[src/hw/afli_pkg.sv]
// constants for the arc fault latch and indicator block
`default_nettype none
package afli_pkg;
	localparam int unsigned CLK_HZ            = 40000000;
	localparam int unsigned SELFTEST_MIN_MS   = 10;
	localparam int unsigned SELFTEST_CYCLES   = (CLK_HZ / 1000) * SELFTEST_MIN_MS;
	localparam int unsigned BLINK_PERIOD_MS   = 1000;
	localparam int unsigned BLINK_HALF_CYCLES = (CLK_HZ / 1000) * BLINK_PERIOD_MS / 2;
	localparam int unsigned CNT_W             = 25;
	localparam logic        LATCH_RST         = 1'b0;
endpackage : afli_pkg
`default_nettype wire

[src/hw/afli_sync.sv]
// three-stage synchroniser with agreement filter for a pin input
`timescale 1ns/1ps
`default_nettype none
module afli_sync
(
	// clock and reset
	input  wire logic clk_i,
	input  wire logic rst_i,
	// pin and result
	input  wire logic pin_i,
	output var  logic level_o
);
	logic s1;
	logic s2;
	logic s3;
	wire  agree = (s2 == s3);

	always_ff @(posedge clk_i or posedge rst_i)
	begin
		if (rst_i)
		begin
			s1      <= 1'b1;
			s2      <= 1'b1;
			s3      <= 1'b1;
			level_o <= 1'b1;
		end
		else
		begin
			s1 <= pin_i;
			s2 <= s1;
			s3 <= s2;
			if (agree)
				level_o <= s3;
		end
	end
endmodule : afli_sync
`default_nettype wire

[src/hw/afli_top.sv]
// fault latch, open-collector fault output and status indicator
`timescale 1ns/1ps
`default_nettype none
module afli_top
#(
	parameter int unsigned SELFTEST_CYCLES   = afli_pkg::SELFTEST_CYCLES,
	parameter int unsigned BLINK_HALF_CYCLES = afli_pkg::BLINK_HALF_CYCLES
)
(
	// clock and power-on reset
	input  wire logic clk_i,
	input  wire logic rst_i,
	// self-test pin, active low
	input  wire logic selftest_n_i,
	// detection events from sensing logic (same clock)
	input  wire logic arc_detect_i,
	input  wire logic det_fault_i,
	// open-collector fault output
	output var  logic fault_oe_o,
	output var  logic fault_o,
	// status indicator and latch state
	output var  logic led_o,
	output var  logic latched_o
);
	// ------------------------------------------------------------
	// self-test qualification
	// ------------------------------------------------------------
	logic                    st_level;
	logic [afli_pkg::CNT_W-1:0] st_cnt;
	logic [afli_pkg::CNT_W-1:0] next_st_cnt;
	logic [afli_pkg::CNT_W-1:0] blink_cnt;
	logic [afli_pkg::CNT_W-1:0] next_blink_cnt;
	logic                    latch;
	logic                    blink;

	afli_sync u_sync
	(
		.clk_i  (clk_i),
		.rst_i  (rst_i),
		.pin_i  (selftest_n_i),
		.level_o(st_level)
	);

	wire st_low   = ~st_level;
	wire st_done  = st_low && (st_cnt == afli_pkg::CNT_W'(SELFTEST_CYCLES - 1));
	assign next_st_cnt = !st_low ? '0 : (st_done ? st_cnt : st_cnt + 1'b1);
	wire fault_evt = arc_detect_i | det_fault_i | st_done;

	// ------------------------------------------------------------
	// blink timebase
	// ------------------------------------------------------------
	wire blink_wrap = (blink_cnt == afli_pkg::CNT_W'(BLINK_HALF_CYCLES - 1));
	assign next_blink_cnt = blink_wrap ? '0 : blink_cnt + 1'b1;

	// ------------------------------------------------------------
	// latch and outputs
	// ------------------------------------------------------------
	wire next_latch = latch | fault_evt;
	wire next_led   = next_latch ? 1'b1 : (blink_wrap ? ~blink : blink);

	// ------------------------------------------------------------
	// self-test and timebase registers
	// ------------------------------------------------------------

	always_ff @(posedge clk_i or posedge rst_i)
	begin
		if (rst_i)
		begin
			st_cnt <= '0;
		end
		else
		begin
			st_cnt <= next_st_cnt;
		end
	end

	always_ff @(posedge clk_i or posedge rst_i)
	begin
		if (rst_i)
		begin
			blink_cnt <= '0;
		end
		else
		begin
			blink_cnt <= next_blink_cnt;
		end
	end

	always_ff @(posedge clk_i or posedge rst_i)
	begin
		if (rst_i)
		begin
			blink <= 1'b0;
		end
		else
		begin
			blink <= blink_wrap ? ~blink : blink;
		end
	end

	// ------------------------------------------------------------
	// latch registers
	// ------------------------------------------------------------

	always_ff @(posedge clk_i or posedge rst_i)
	begin
		if (rst_i)
		begin
			latch <= afli_pkg::LATCH_RST;
		end
		else
		begin
			latch <= next_latch;
		end
	end

	always_ff @(posedge clk_i or posedge rst_i)
	begin
		if (rst_i)
		begin
			latched_o <= afli_pkg::LATCH_RST;
		end
		else
		begin
			latched_o <= next_latch;
		end
	end

	// ------------------------------------------------------------
	// output registers
	// ------------------------------------------------------------

	always_ff @(posedge clk_i or posedge rst_i)
	begin
		if (rst_i)
		begin
			fault_oe_o <= 1'b1;
			fault_o    <= 1'b0;
		end
		else
		begin
			fault_oe_o <= ~next_latch;
			fault_o    <= 1'b0;
		end
	end

	always_ff @(posedge clk_i or posedge rst_i)
	begin
		if (rst_i)
		begin
			led_o <= 1'b0;
		end
		else
		begin
			led_o <= next_led;
		end
	end
endmodule : afli_top
`default_nettype wire

[config.mk]
export PLATFORM = sky130hd
export DESIGN_NAME = afli_top
export DESIGN_NICKNAME = d
export VERILOG_FILES = /design/src/hw/afli_pkg.sv /design/src/hw/afli_sync.sv /design/src/hw/afli_top.sv
export SDC_FILE = /design/constraint.sdc
export NUM_CORES = 1
export LEC_CHECK = 0
export ABC_AREA = 1
export CAP_MARGIN = 20
export CORE_ASPECT_RATIO = 2
export CORE_MARGIN = 2
export CORE_UTILIZATION = 57
export DETAILED_ROUTE_END_ITERATION = 6
export DONT_BUFFER_PORTS = 1
export PLACE_DENSITY = 0.8
export SLEW_MARGIN = 20
export SYNTH_ARGS = -nofsm -noshare
export SYNTH_HDL_FRONTEND = slang
export SYNTH_SLANG_ARGS = --single-unit
[constraint.sdc]
create_clock -name clk_i -period 1.65 [get_ports clk_i]
set_input_delay 0.165 -clock clk_i [delete_from_list [all_inputs] [get_ports clk_i]]
set_output_delay 0.165 -clock clk_i [all_outputs]
set_load 0.05 [all_outputs]
; Word level (Yosys, flattened, before mapping)
; Cells that the tools add are included.
[op_classes]
addsub = 2
n_eq_ne = 4
mux = 5
bitwise_logic = 6
n_reduce_logical = 1
[ops]
columns = op, count
row1 = 25-bit 2-to-1 mux, 3
row2 = 25-bit by 1-bit adder with 25-bit output (second input constant), 2
row3 = 25-bit by 19-bit == test with 1-bit output (second input constant), 1
row4 = 25-bit == test (second input constant), 1
row5 = 1-bit NOT, 3
row6 = 1-bit bitwise OR, 3
row7 = 1-bit 2-to-1 mux, 2
row8 = 2-bit by 1-bit != test with 1-bit output (second input constant), 1
row9 = 1-bit == test, 1
row10 = 1-bit logical AND, 1
[word_totals]
reg_bits = 58
input_bits = 5
out_inout_bits = 4

; Logic depth before layout (Yosys ltp)
[logic_depth]
ltp_word = 5
ltp_mapped = 9
ltp_nobuf = 9

; By module
; Synthesis repeated with hierarchy kept, for this count alone.
[unflattened]
cells_unflattened = 454
hier_area_um2 = 3318.2
[modules_own_cells]
columns = module, instances, cells_each, area_per_inst_um2, seq_area_each_um2
row1 = afli_top, 1, 445, 3193.1, 1352.5
row2 = afli_sync, 1, 9, 125.1, 105.1

; Worst setup path after synthesis
; No wires, ideal clock.
[synth_path]
path_kind = flip-flop to flip-flop
from = register blink_cnt[0] (netlist bit)
to = register blink_cnt[16] (netlist bit)
setup_time_ns = 0.121
arrival_time_ns = 1.307
slack_ns = 0.222
path_stages_with_launch = 10
path_buffers = 1
period_less_slack_ns = 1.428
cell_sequence = dfrtp_1 ha_1 nand2_2 nor2_4 nand2_4 nor2_2 nand2_1 clkinv_2 buf_12 nor2_2
[synth_between]
elab_chain_cells = 2
[synth_lines]
columns = element, line_no
row1 = start: declaration, afli_top.sv:31  ; logic [afli_pkg::CNT_W-1:0] blink_cnt;
row2 = start signal: assignment, afli_top.sv:85  ; blink_cnt <= next_blink_cnt;
row3 = 25-bit by 1-bit adder with 25-bit output or 25-bit == test (tied branches), "afli_top.sv:53, afli_top.sv:52"
row4 = 25-bit 2-to-1 mux (*), afli_top.sv:53  ; assign next_blink_cnt = blink_wrap ? '0 : blink_cnt + 1'b1;
row5 = named net next_blink_cnt (one bit), afli_top.sv:32  ; logic [afli_pkg::CNT_W-1:0] next_blink_cnt;
; Mark *: on every way through the listed nets, which the timed path passes. The rest lies on a longest branch.
; A chain may end at the register's enable or synchronous reset.

; Worst setup path in the final report
[layout_path]
from = register blink_cnt[0] (netlist bit)
to = register blink_cnt[18] (netlist bit)
; The elaborated chain is that of the path after synthesis.

==> key figures <==
Status
  • Status: complete, but fails checks
  • Violated checks: design-rule violations

Final layout
  • End-of-flow core utilization: 0.661
  • Final Instance Area: 3910 sq um
  • Ratio of cells with drive above 1 in the final layout: 0.169
  • Highest-count cells in the layout ignoring fill and taps: sky130_fd_sc_hd__nand2_1, sky130_fd_sc_hd__nor2_1, sky130_fd_sc_hd__inv_1, sky130_fd_sc_hd__dfrtp_1, sky130_fd_sc_hd__nand3_1
  • Sequential cell area in the final layout: 1460 sq um
  • Layout filler cell count: 523
  • N_diodes: 0
  • Area growth from synthesis to layout: 13.8%
  • Leading cell type in the layout, fill and taps excluded: sky130_fd_sc_hd__nand2_1
  • Count of nets after finishing: 492
  • Multi-input gate area: 1730 sq um

Power and ir drop
  • Switching share of power: 0.211
  • Cell Int Power: 2.62 mW
  • Maximum vdd drop: 0.799 mV
  • Portion of total power attributed to the clock network: 0.519
  • Seq pwr share: 0.442
  • Total design power: 3.32 mW
  • Net Sw Power: 0.701 mW
  • Portion of total power attributed to combinational logic: 0.039
  • Power per cell area: 851 nW/um^2
  • Leak pwr: 1.81 nW

Worst setup path
  • Number of cell instances on the worst register-to-register path: 8
  • Crit path capture type: register
  • Req. time, crit path: 1.87 ns
  • Setup Crit Path Kind: reg2reg
  • Reg-to-reg endpoint: blink_cnt[18]
  • Worst reg2reg setup slack: 0.07 ns
  • Reg2reg start: blink_cnt[0]
  • Arrival time of data at the critical path endpoint: 1.79 ns
  • Critical Path Source Type: register
  • Largest fanout on the critical path: 6

Clocking
  • CTS clock-pin slew for the worst setup and hold paths: 0.05 ns
  • Clock Sink Count: 58
  • Worst skew pair latency: 0.33 ns
  • Number of buffers inserted during clock tree synthesis: 9
  • Largest buffer count on any clock path: 2
  • TritonCTS clock tree: built
  • Library cell used as clock root buffer: sky130_fd_sc_hd__clkbuf_16
  • H-tree depth: 3

Min path
  • Beginning of the worst hold path: det_fault_i
  • Worst hold stages: 2
  • Path category of the worst min-delay check: in2reg
  • Hold Path End: led_o

Flow run
  • Number of maximum-capacitance constraint violations: 0

Global routing
  • Overflow after GRT: 0
  • Global routing usage summed across all routing layers: 0.251
  • Number of antenna violations at the first check in global routing: 0
  • Vias in the first global route: 2,806
  • Maximum number of pins on one net before global-route repair: 40
  • First-pass GRT wire length: 12,700 um

Timing
  • Final critical-path required period: 1.58 ns
  • Clock skew: 0.00573 ns
  • Fmax: 635 MHz
  • Final Hold Fails: 0
  • Fin worst setup slack: 0.0745 ns
  • Setup repair after global routing missed its margin: yes
  • Max-slew violation total from the final report: 0
  • Fraction of the cycle the final worst path needs: 0.955
  • Total of endpoints with negative setup slack in the final report: 0
  • Final worst hold slack: 0.0199 ns

Logic synthesis
  • Mapped Cells: 464
  • Register area share after synthesis: 0.425
  • Nets in the synthesized netlist: 471
  • Warnings from Yosys: 0
  • Flops & latches, synth: 58
  • Mean instance size in the synthesized netlist: 7.39 sq um
  • Cell area after technology mapping: 3430 sq um
  • Count of unique library cells instantiated by Yosys: 38

Floorplanning
  • IO Count: 9
  • Core box area: 5910 sq um
  • Core Rows: 40
  • Initial core utilization: 0.581
  • Die Span X: 58.9 um
  • Die span in y: 114 um
  • Die Area: 6690 sq um

Routing
  • Remaining antenna violation count after routing: 0
  • DRT Wirelength: 7300 um
  • Total vias in the final route: 2,942
  • Remaining design rule violation count: 1
  • Drt first-iter violations: 217
  • Initial DRT Pass Iterations: 7
  • Routed vias/inst: 5.32
  • Routed WL per cell: 13.2 um

Place
  • Buffers added on ports: 0
  • Weighted congestion at the end of routability-driven global placement: 0.964
  • Worst slack after detailed placement: 0.0618 ns
  • Half-perimeter wire length after placement: 5260 um
  • Placed Instance Area: 3530 sq um
==> worst max-delay path by stage <==
stage                      start             to  slack, ns  depth (start not counted)
floorplan                  rst_i          blink       0.07                          1
global placement    blink_cnt[0]   blink_cnt[7]       0.14                          8
detailed placement  blink_cnt[0]   blink_cnt[7]       0.06                          8
CTS                 blink_cnt[0]   blink_cnt[7]      0.007                          8
global route        blink_cnt[0]          led_o      -0.03                          8
finish              blink_cnt[0]  blink_cnt[18]       0.07                          8
==> synth_stat cells <==
cell                       count  area share
sky130_fd_sc_hd__a21o_2        1      0.0026
sky130_fd_sc_hd__a21oi_1      10       0.015
sky130_fd_sc_hd__and3_1        1      0.0018
sky130_fd_sc_hd__buf_12        1      0.0058
sky130_fd_sc_hd__buf_4         1      0.0022
sky130_fd_sc_hd__buf_6         1      0.0033
sky130_fd_sc_hd__clkbuf_1      1      0.0011
sky130_fd_sc_hd__clkinv_1      1      0.0011
sky130_fd_sc_hd__clkinv_2      1      0.0015
sky130_fd_sc_hd__conb_1        1      0.0011
sky130_fd_sc_hd__dfrtp_1      53        0.39
sky130_fd_sc_hd__dfstp_2       5       0.038
sky130_fd_sc_hd__ha_1          2      0.0073
sky130_fd_sc_hd__inv_1        55       0.060
sky130_fd_sc_hd__inv_2         1      0.0011
sky130_fd_sc_hd__maj3_1        1      0.0029
sky130_fd_sc_hd__nand2_1     126        0.14
sky130_fd_sc_hd__nand2_2      10       0.018
sky130_fd_sc_hd__nand2_4       2      0.0066
sky130_fd_sc_hd__nand3_1      28       0.041
sky130_fd_sc_hd__nand3_2       4       0.012
sky130_fd_sc_hd__nand3b_4      1      0.0058
sky130_fd_sc_hd__nand4_1       8       0.015
sky130_fd_sc_hd__nor2_1       78       0.085
sky130_fd_sc_hd__nor2_2       15       0.027
sky130_fd_sc_hd__nor2_4        6       0.020
sky130_fd_sc_hd__nor2_8        1      0.0058
sky130_fd_sc_hd__nor3_1       16       0.023
sky130_fd_sc_hd__nor3_2        2      0.0058
sky130_fd_sc_hd__nor4_1        1      0.0018
sky130_fd_sc_hd__o21a_1        2      0.0044
sky130_fd_sc_hd__o21ai_0       7       0.010
sky130_fd_sc_hd__o21ai_1       1      0.0015
sky130_fd_sc_hd__o21ai_2       1      0.0026
sky130_fd_sc_hd__o31ai_1       1      0.0022
sky130_fd_sc_hd__or2_2         4      0.0073
sky130_fd_sc_hd__xnor2_1       5       0.013
sky130_fd_sc_hd__xor2_1        9       0.023
==> worst max-delay path, cell delays in order, from the launching register on <==
cell                      delay [ns]
sky130_fd_sc_hd__dfrtp_1        0.40
sky130_fd_sc_hd__ha_2           0.23
sky130_fd_sc_hd__nand2_2        0.07
sky130_fd_sc_hd__nor2_4         0.19
sky130_fd_sc_hd__nand2_4        0.09
sky130_fd_sc_hd__nor2_2         0.19
sky130_fd_sc_hd__nand3_2        0.11
sky130_fd_sc_hd__xor2_1         0.14
sky130_fd_sc_hd__inv_1          0.05
==> power groups by stage <==
stage          Sequential, mW  Combinational, mW  Clock, mW
2_1_floorplan            1.49             0.0841          0
3_3_place_gp             1.49              0.117          0
3_5_place_dp             1.49              0.119          0
4_1_cts                  1.46              0.125       1.76
5_1_grt                  1.47              0.148       1.83
6_report                 1.47              0.130       1.73
==> cell type report <==
cell class,instances,area share
clock buffer,14,0.0702
clock inverter,2,0.00256
inverter,58,0.0570
multi-input combinational,344,0.444
sequential,58,0.373
tap,63,0.0202
timing repair buffer,14,0.0327
==> kinds of logic (layout without fill, tap and decap cells) <==
group | Yosys count | after routing | share of synthesized area
AO/OA/AOI/OAI | 23 | 23 | 0.0379
XOR/XNOR | 14 | 14 | 0.0357
adder cells (fa/ha/maj) | 3 | 3 | 0.0102
buffers and inverters | 62 | 88 | 0.0762
flip-flops | 58 | 58 | 0.425
other | 1 | 1 | 0.00109
AND/OR/NAND/NOR | 303 | 303 | 0.414
==> sequential cells by signal, summed over array words and instances (netlist names) <==
register and flops:
u_sync.s2 1, u_sync.s1 1, led_o 1, fault_oe_o 1
u_sync.s3 1, u_sync.level_o 1, st_cnt 25, blink 1
blink_cnt 25, latch 1
==> routing by layer <==
metal | track usage | share of wire
met1 | 0.341 | 0.44
met5 | 0 | 0
met3 | 0.0499 | 0.051
met4 | 0.127 | 0.028
met2 | 0.377 | 0.48
==> per-stage QoR <==
| step | setup TNS, ns | cells |
|---|---|---|
| after floorplan | 0 | 464 |
| after global placement | 0 | 530 |
| after detailed placement | 0 | 530 |
| after CTS | 0 | 550 |
| after global routing | -0.0633 | 553 |
| final | 0 | 553 |
==> timing repair <==
item	4_1_cts	5_1_grt
buffers inserted	0	3
endpoints found under the hold margin	18	0
setup endpoints to repair	0	21
hold buffers	4	0
gates resized for setup	0	7
No activity file was read; power rests on OpenSTA's default activity.
